`src/sleep_policy_pkg.sv`:
```
package sleep_policy_pkg;

   // register map
   localparam logic [7:0] KEEP_RES_ON_OFFSET = 8'h42;
   localparam logic [7:0] LDO_SLEEP_OFF_OFFSET = 8'h43;
   localparam logic [7:0] KEEP_RES_ON_RESET = 8'h00;
   localparam logic [7:0] LDO_SLEEP_OFF_RESET = 8'h00;
   localparam logic [7:0] UNMAPPED_READ_VALUE = 8'h00;
   // bit 3 of the keep register is reserved and reads zero
   localparam logic [7:0] KEEP_WRITABLE_MASK = 8'hF7;

   // keep register field positions
   localparam int THERMAL_KEEP_BIT = 7;
   localparam int SLOW_CLOCK_KEEP_BIT = 6;
   localparam int RTC_REGULATOR_KEEP_BIT = 5;
   localparam int FAST_CLOCK_KEEP_BIT = 4;
   localparam int CORE_BUCK_B_KEEP_BIT = 2;
   localparam int CORE_BUCK_A_KEEP_BIT = 1;
   localparam int IO_BUCK_KEEP_BIT = 0;

   // sleep-off bit i drives regulator number LDO_NUMBER[i]
   localparam int NUM_LDO = 8;
   localparam int NUM_BUCK = 3;
   localparam int NUM_SUPPLY = NUM_LDO + NUM_BUCK;
   localparam logic [NUM_LDO-1:0][3:0] LDO_NUMBER = {
      4'h3, 4'h4, 4'h7, 4'h8, 4'h5, 4'h2, 4'h1, 4'h6};

   // supply state field: bit0 set means on, bit1 set means low power
   localparam int SUPPLY_ON_POS = 0;
   localparam int SUPPLY_LOW_POS = 1;

   typedef enum logic {
      POWER_ACTIVE,
      POWER_SLEEP
   } power_state_e;

   typedef struct packed {
      logic wr;
      logic rd;
      logic [7:0] addr;
      logic [7:0] wdata;
   } reg_req_s;

   typedef struct packed {
      logic thermal_en;
      logic slow_clock_en;
      logic rtc_full_load;
      logic fast_clock_en;
      logic [NUM_BUCK-1:0] buck_pwm;
      logic [NUM_BUCK-1:0] buck_off;
      logic [NUM_LDO-1:0] ldo_off;
      logic sleeping;
   } policy_s;

   typedef struct packed {
      power_state_e fsm;
      logic [7:0] keep;
      logic [7:0] ldo_sleep_off;
      logic [7:0] on_entry;
      logic [NUM_BUCK-1:0] pwm_entry;
      policy_s out;
      logic [7:0] rdata;
      logic rvalid;
   } ctrl_state_s;

   typedef struct packed {
      logic first;
      logic second;
   } sync_state_s;

   localparam policy_s OUT_RESET = '{
      thermal_en: 1'b1, slow_clock_en: 1'b1, rtc_full_load: 1'b1, fast_clock_en: 1'b1,
      buck_pwm: 3'h0, buck_off: 3'h0, ldo_off: 8'h00, sleeping: 1'b0};

   localparam ctrl_state_s CTRL_RESET = '{
      fsm: POWER_ACTIVE, keep: KEEP_RES_ON_RESET, ldo_sleep_off: LDO_SLEEP_OFF_RESET,
      on_entry: 8'h00, pwm_entry: 3'h0, out: OUT_RESET, rdata: 8'h00, rvalid: 1'b0};

   localparam sync_state_s SYNC_RESET = '{first: 1'b0, second: 1'b0};

endpackage

```
`src/sleep_req_sync.sv`:
```
`timescale 1ns/10ps
module sleep_req_sync
   import sleep_policy_pkg::*;
(
   // clock and reset
   input wire logic CLK_SYS_IN,
   input wire logic SYS_RST_IN,
   // pin side
   input wire logic ASYNC_IN,
   // clock domain side
   output logic SYNC_OUT
);
   sync_state_s st;
   sync_state_s next_st;

   // first stage feeds only the second stage
   always_comb begin
      next_st.first = ASYNC_IN;
      next_st.second = st.first;
   end

   always_ff @(posedge CLK_SYS_IN) begin
      if (SYS_RST_IN) begin
         st <= SYNC_RESET;
      end else begin
         st <= next_st;
      end
   end

   assign SYNC_OUT = st.second;
endmodule

```
`src/sleep_state_resource_policy.sv`:
```
`timescale 1ns/10ps
// Functional notes
// The thermal-keep bit keeps die thermal monitoring on during sleep, else it is off.
// The slow-clock-keep bit keeps the 32 kHz output running in sleep, else it is held low.
// The rtc-regulator-keep bit keeps full load in sleep, else the regulator is low power.
// The fast-clock-keep bit keeps the high-speed clock running in sleep, else it stops.
// Bit 2 keeps core buck b in PWM during sleep, else PFM, with no effect if already PFM.
// Bit 1 keeps core buck a in PWM during sleep, else PFM, with no effect if already PFM.
// Bit 0 keeps the io buck in PWM during sleep, else PFM, with no effect if already PFM.
// A keep bit does nothing for a resource that is already off when sleep is entered.
// In sleep a programmed supply state field overrides the keep setting of its resource.
// Each set sleep-off bit turns its regulator off in sleep, mapped as LDO 3,4,7,8,5,2,1,6.
// A sleep-off bit acts only while its matching keep-on bit is clear.
// The sleep request pin is active high when the polarity bit is 1, active low when 0.
// Settings apply on sleep entry and all resources return to full operation on wake.
module sleep_state_resource_policy
   import sleep_policy_pkg::*;
(
   // clock and reset
   input wire logic CLK_SYS_IN,
   input wire logic SYS_RST_IN,
   // register access from the serial port controller
   input wire reg_req_s REG_REQ_IN,
   output logic [7:0] REG_RDATA_OUT,
   output logic REG_RVALID_OUT,
   // sleep request pin and its polarity configuration
   input wire logic SLEEP_REQ_PIN_IN,
   input wire logic SLEEP_POL_IN,
   // resource status, same bit layout as the keep register; LDO keep-on bits match the sleep-off register
   input wire logic [7:0] RES_ON_IN,
   input wire logic [NUM_BUCK-1:0] BUCK_PWM_IN,
   input wire logic [NUM_LDO-1:0] LDO_KEEP_ON_IN,
   // supply state fields, LDO bits first then bucks io, a, b
   input wire logic [NUM_SUPPLY-1:0] SUPPLY_OVR_VALID_IN,
   input wire logic [NUM_SUPPLY-1:0][1:0] SUPPLY_STATE_IN,
   // resource controls
   output policy_s POLICY_OUT
);
   ctrl_state_s st;
   ctrl_state_s next_st;
   logic sleep_sync;
   logic sleep_req;
   logic [NUM_BUCK-1:0] buck_pwm_sleep;
   logic [NUM_BUCK-1:0] buck_off_sleep;
   logic [NUM_LDO-1:0] ldo_off_sleep;

   sleep_req_sync sleep_req_sync_inst (
      .CLK_SYS_IN(CLK_SYS_IN),
      .SYS_RST_IN(SYS_RST_IN),
      .ASYNC_IN(SLEEP_REQ_PIN_IN),
      .SYNC_OUT(sleep_sync)
   );

   // polarity is a register bit on our clock, so no sync is needed
   assign sleep_req = SLEEP_POL_IN ? sleep_sync : !sleep_sync;

   for (genvar i = 0; i < NUM_BUCK; i++) begin : g_buck
      logic field_on;
      logic field_full;
      assign field_on = SUPPLY_STATE_IN[NUM_LDO+i][SUPPLY_ON_POS];
      assign field_full = field_on && !SUPPLY_STATE_IN[NUM_LDO+i][SUPPLY_LOW_POS];
      // without an override, pwm only if kept, on at entry and in pwm at entry
      assign buck_pwm_sleep[i] = SUPPLY_OVR_VALID_IN[NUM_LDO+i] ? field_full :
         (st.keep[i] && st.on_entry[i] && st.pwm_entry[i]);
      assign buck_off_sleep[i] = SUPPLY_OVR_VALID_IN[NUM_LDO+i] && !field_on;
   end

   for (genvar i = 0; i < NUM_LDO; i++) begin : g_ldo
      assign ldo_off_sleep[i] = SUPPLY_OVR_VALID_IN[i] ?
         !SUPPLY_STATE_IN[i][SUPPLY_ON_POS] :
         (st.ldo_sleep_off[i] && !LDO_KEEP_ON_IN[i]);
   end

   always_comb begin
      next_st = st;
      next_st.rvalid = 1'b0;
      if (REG_REQ_IN.wr) begin
         case (REG_REQ_IN.addr)
            KEEP_RES_ON_OFFSET: next_st.keep = REG_REQ_IN.wdata & KEEP_WRITABLE_MASK;
            LDO_SLEEP_OFF_OFFSET: next_st.ldo_sleep_off = REG_REQ_IN.wdata;
            default: ;
         endcase
      end
      if (REG_REQ_IN.rd) begin
         next_st.rvalid = 1'b1;
         case (REG_REQ_IN.addr)
            KEEP_RES_ON_OFFSET: next_st.rdata = st.keep;
            LDO_SLEEP_OFF_OFFSET: next_st.rdata = st.ldo_sleep_off;
            default: next_st.rdata = UNMAPPED_READ_VALUE;
         endcase
      end
      case (st.fsm)
         POWER_ACTIVE: begin
            if (sleep_req) begin
               next_st.fsm = POWER_SLEEP;
               // snapshot on entry; later changes in sleep cannot revive a keep
               next_st.on_entry = RES_ON_IN & KEEP_WRITABLE_MASK;
               next_st.pwm_entry = BUCK_PWM_IN;
            end
         end
         POWER_SLEEP: begin
            if (!sleep_req) begin
               next_st.fsm = POWER_ACTIVE;
            end
         end
         default: next_st.fsm = POWER_ACTIVE;
      endcase
      if (st.fsm == POWER_SLEEP) begin
         next_st.out.thermal_en = st.keep[THERMAL_KEEP_BIT] &&
            st.on_entry[THERMAL_KEEP_BIT];
         next_st.out.slow_clock_en = st.keep[SLOW_CLOCK_KEEP_BIT] &&
            st.on_entry[SLOW_CLOCK_KEEP_BIT];
         next_st.out.rtc_full_load = st.keep[RTC_REGULATOR_KEEP_BIT] &&
            st.on_entry[RTC_REGULATOR_KEEP_BIT];
         next_st.out.fast_clock_en = st.keep[FAST_CLOCK_KEEP_BIT] &&
            st.on_entry[FAST_CLOCK_KEEP_BIT];
         next_st.out.buck_pwm = buck_pwm_sleep;
         next_st.out.buck_off = buck_off_sleep;
         next_st.out.ldo_off = ldo_off_sleep;
         next_st.out.sleeping = 1'b1;
      end else begin
         // awake: full load, clocks and monitoring; bucks follow their own mode
         next_st.out.thermal_en = 1'b1;
         next_st.out.slow_clock_en = 1'b1;
         next_st.out.rtc_full_load = 1'b1;
         next_st.out.fast_clock_en = 1'b1;
         next_st.out.buck_pwm = BUCK_PWM_IN;
         next_st.out.buck_off = '0;
         next_st.out.ldo_off = '0;
         next_st.out.sleeping = 1'b0;
      end
   end

   always_ff @(posedge CLK_SYS_IN) begin
      if (SYS_RST_IN) begin
         st <= CTRL_RESET;
      end else begin
         st <= next_st;
      end
   end

   assign POLICY_OUT = st.out;
   assign REG_RDATA_OUT = st.rdata;
   assign REG_RVALID_OUT = st.rvalid;

   // checks
   logic armed;
   always_ff @(posedge CLK_SYS_IN) begin
      armed <= !SYS_RST_IN;
   end
endmodule

```
`config.mk`:
```
export PLATFORM = sky130hd
export DESIGN_NAME = sleep_state_resource_policy
export DESIGN_NICKNAME = d
export VERILOG_FILES = /design/src/sleep_policy_pkg.sv /design/src/sleep_req_sync.sv /design/src/sleep_state_resource_policy.sv
export SDC_FILE = /design/constraint.sdc
export NUM_CORES = 1
export LEC_CHECK = 0
export ABC_AREA = 1
export BUFFER_PORTS_ARGS = -buffer_cell sky130_fd_sc_hd__buf_2
export CAP_MARGIN = 20
export CORE_MARGIN = 3
export CORE_UTILIZATION = 48
export DETAILED_ROUTE_END_ITERATION = 8
export MAX_ROUTING_LAYER = met4
export PLACE_DENSITY = 0.79
export SLEW_MARGIN = 20
export SYNTH_ARGS = -nofsm -noshare
export SYNTH_HDL_FRONTEND = slang
export SYNTH_SLANG_ARGS = --single-unit
```
`constraint.sdc`:
```
create_clock -name CLK_SYS_IN -period 1.3 [get_ports CLK_SYS_IN]
set_input_delay 0.13 -clock CLK_SYS_IN [delete_from_list [all_inputs] [get_ports CLK_SYS_IN]]
set_output_delay 0.13 -clock CLK_SYS_IN [all_outputs]
set_load 0.05 [all_outputs]
```
# Word-level counts from Yosys, hierarchy flattened
# Cells that the tools add are included.
[classes]
eq_ne = 2
muxes = 16
bitwise_logic = 1
reduce_logical = 51
[ops]
columns = ["op", "count"]
rows = [
  ["$logic_and A1 B1 Y1", 24],
  ["$logic_not A1 Y1", 23],
  ["$eq A8 B7 Y1 const B", 2],
  ["$pmux W8 S2", 1],
  ["$mux W15", 1],
  ["$mux W1", 14],
  ["$reduce_and A2 Y1", 3],
  ["$reduce_or A2 Y1", 1],
  ["$not A1 Y1", 1],
]
[word_totals]
register_bits = 56
in_bits = 74
output_inout_bits = 28

# Longest topological paths before layout
[logic_depth]
word_depth = 4
mapped_depth = 8

# Cells and area by module
# From an unflattened synthesis, not the netlist that was laid out.
[unflattened]
cells_unflattened = 333
area_unflattened_um2 = 2536.2
[by_module_without_submodules]
columns = ["mod", "n_inst", "cells_per_inst", "area_per_inst_um2", "seq_area_each_um2"]
rows = [
  ["sleep_state_resource_policy", 1, 327, 2481.1, 1081.0],
  ["sleep_req_sync", 1, 6, 55.1, 40.0],
]

# Least setup slack after synthesis
# No wires, ideal clock.
[synth_timing]
path_kind = "register -> register"
start = "register st[55] in the netlist's numbering"
end = "register st, in the netlist POLICY_OUT[2]"
setup_ns = 0.079
arrival_time_ns = 0.929
required_ns = 1.221
slack_ns = 0.292
path_stages_with_launch = 6
cell_sequence = "dfxtp_1 -> inv_2 -> nor2_4 -> inv_2 -> buf_6 -> a211oi_2"
[synth_via]
elab_chain_cells = 2
[synth_lines]
columns = ["element", "line", "rtl"]
rows = [
  ["start, declared", "sleep_state_resource_policy.sv:39", "ctrl_state_s st;"],
  ["start signal, assigned", "sleep_state_resource_policy.sv:138", "st <= next_st;"],
  ["$not A1 Y1 (no source line)", "--", ""],
  ["$reduce_or A2 Y1 (no source line)", "--", ""],
]
# No other way between the ends.
# A chain may end at the register's enable or synchronous reset.

# Worst setup path in the final report
[layout_timing]
start = "register st[55] in the netlist's numbering"
end = "register st[28] in the netlist's numbering"
[layout_via]
elab_chain_cells = 2
[layout_lines]
columns = ["element"]
rows = [
  ["$not A1 Y1 (no source line)"],
  ["$reduce_and A2 Y1 (no source line)"],
]
# No other way between the ends.

==> key figures <==
Floorplan
  – DIE HEIGHT: between 70 and 80 µm
  – Cell Rows: 25
  – Die Wd: between 70 and 80 µm
  – Starting Density: between 50% and 60%
  – Core area: around 0.0049 mm²
  – Full die area: 0.00619 mm²
  – # IOs: 102

STA
  – Fmax: 895 MHz
  – Final Hold Viols: 0
  – Worst slew margin: 76.7%
  – Setup Viol. Count Final: 0
  – RSZ-0062 raised after global routing: no
  – Worst Max-Slew Pin Slew: approximately 350 ps
  – Setup TNS: 0 ps
  – Skew final: about 4.8 ps
  – Fin. max-slew vios: 0
  – Final worst path period need: around 1100 ps
  – Fin crit share: a little under nine tenths

Placed design
  – DP Area: 0.00284 mm²
  – Port bufs: 92
  – Gpl congestion: ~0.82
  – DP HPWL: approximately 4200 µm
  – Cells after DPL: between 400 and 500

Flow run
  – Max cap viols: 0

Clocking
  – CTS sink count: 56
  – Clock tree buffer depth: 2
  – TritonCTS clock tree: done
  – H-tree levels: 2
  – TritonCTS buffer count: 5
  – Clock-pin slew on the worst setup and hold paths: 100 ps
  – Clock root buffer: clkbuf_8
  – Post-CTS sizing: 0
  – Worst-Skew Late Latency: slightly above 300 ps

Worst setup path
  – CP endpoint kind: register
  – Arrival time worst endpoint: approximately 1300 ps
  – Worst-case reg-to-reg path depth: 4
  – Startpoint type of the worst setup path: register
  – Crit path launch: st[55]
  – Critical path destination: st[28]
  – R2r endpoint: st[28]
  – Largest driver fanout on the critical path: 12
  – R2R setup slack: 180 ps
  – Reg2reg start: st[55]
  – CP Class: register to register
  – Worst Path Required: about 1500 ps

Route
  – Vias per cell: between 4 and 5
  – Avg WL per Cell: 12.4 µm
  – Routed WL: approximately 6000 µm
  – TritonRoute pass-1 iters: 4
  – Antenna Nets Post-Route: 0
  – Detailed-route via count: between 2k and 2.5k
  – Drc violations: 0
  – Initial drt markers: around 150

Worst hold path
  – Hold Crit Class: input port to register

Layout
  – Layout Cells excl Fill: around 480
  – Register cell area after layout: approximately 0.0011 mm²
  – Final nets: 486
  – Layout area overhead: 20.5%
  – FILL cells: around 470
  – Most common cell after layout, fill and taps aside: buf_2
  – Most frequent cells in the layout: buf_2, nor2_1, nand2_1
  – Share of cells above drive strength 1: between 30% and 40%
  – Multi-input gate area: 988 µm²
  – Post-route cell area: between 0.003 and 0.004 mm²
  – Core Util, Final: 62.2%

Global route
  – Gr usage total: around 20%
  – Number of global-route vias before repair: roughly 2.1k
  – GR Overflow Total: 0
  – Largest net degree at the start of global routing: 20
  – First-pass GRT wire length: between 9000 and 10,000 µm
  – Initial antenna violation count: 1

Power and ir drop
  – Total chip power: about 3.3 mW
  – Power Density: 1080 mW/mm²
  – Leakage: approximately 1.6 nW
  – Peak VDD IR: 0.425 mV

Logic synthesis
  – Post-Syn Nets: just over 400
  – Syn Inst Count: ~330
  – Sequential area share after synthesis: between 40% and 50%
  – Yosys warning count: 0
  – Mapped Avg Cell Area: 7.61 µm²
  – Yosys reg bits: 56
  – Yosys cell types: 23
  – Mapped Area: 0.00253 mm²

Status
  – Status: finished clean
==> worst max-delay path, stage by stage (launching register included) <==
cell	delay [ps]
dfxtp_1	330
inv_2	190
nand2_1	270
nand2_1	150
a21oi_1	70
==> registers in the layout, indices dropped and copies added, names as in the netlist <==
| signal | cells |
|---|---|
| REG_RDATA_OUT | 8 |
| REG_RVALID_OUT | 1 |
| POLICY_OUT | 19 |
| st | 26 |
| sleep_req_sync_inst.SYNC_OUT | 1 |
| sleep_req_sync_inst.next_st | 1 |
==> through the flow <==
step / worst slack (ps) / hold slack [ps]
after floorplan: 292 / 207
after global placement: 218 / 310
after detailed placement: 169 / 314
after CTS: 190 / 4.39
after global routing: 96.8 / 6.01
final: 182 / 10.8
==> cell type report <==
type | instances | area share [%]
antenna | 1 | 0.0820
clock buffer | 6 | 2.38
clock inverter | 2 | 0.533
inverter | 38 | 4.67
multi-input combinational | 201 | 32.4
sequential | 56 | 36.7
tap | 67 | 2.75
timing repair buffer | 110 | 20.5
==> synthesized netlist by cell type <==
cell type  instances  share of area (%)
a211oi_1           1               0.30
nor2_8             2                1.6
o21ai_0            4               0.79
a31oi_1            3               0.74
nor2_4             2               0.89
xnor2_1            1               0.35
dfxtp_1           56                 44
clkbuf_1           3               0.44
nand3_4            2                1.4
buf_4             28                8.3
a211oi_2           7                3.5
nand3_1           32                6.3
buf_2              3               0.59
nor2_1            66                9.8
nand3b_1           1               0.30
nand4_1            3               0.74
a21oi_1           11                2.2
nand2_1           60                8.9
inv_2              6               0.89
nand2_2            3               0.74
inv_1             32                4.7
nor3_1             3               0.59
buf_6              4                1.8
==> cells by family after synthesis <==
logic type / Yosys count / share of synthesized area (%)
AND/OR/NAND/NOR: 174 / 31.2
buffers and inverters: 76 / 16.7
flip-flops: 56 / 44.2
AO/OA/AOI/OAI: 26 / 7.46
XOR/XNOR: 1 / 0.346
==> routing by layer <==
layer	GRT usage, %	up-vias	part of all wire, %
li1	-	1167	-
met1	23.3	1018	42
met2	33.6	64	50
met3	4.59	12	6.0
met4	6.99	0	2.2
met5	-	-	0
==> power by group <==
group          internal (mW)  switching [mW]  leakage (nW)
registers               1.78          0.0280         0.457
clock network          0.385           0.572        0.0414
logic                  0.192           0.346          1.06
total                   2.36           0.945          1.56
==> worst min-delay path by stage <==
stage | start | endpoint | slack, ps | depth (start not counted)
floorplan | SUPPLY_STATE_IN[20] | POLICY_OUT[11] | 210 | 1
global placement | SUPPLY_STATE_IN[16] | POLICY_OUT[9] | 310 | 2
detailed placement | SUPPLY_STATE_IN[0] | POLICY_OUT[1] | 310 | 2
CTS | SUPPLY_OVR_VALID_IN[0] | POLICY_OUT[1] | 4 | 2
global route | SUPPLY_OVR_VALID_IN[2] | POLICY_OUT[3] | 6 | 2
finish | SLEEP_REQ_PIN_IN | sleep_req_sync_inst.next_st[0] | 10 | 3
==> what timing repair did <==
action	4_1_cts	5_1_grt
hold buffers	11	1
setup buffers	0	0
endpoints found under the hold margin	11	1
(Power assumes the default switching activity.)
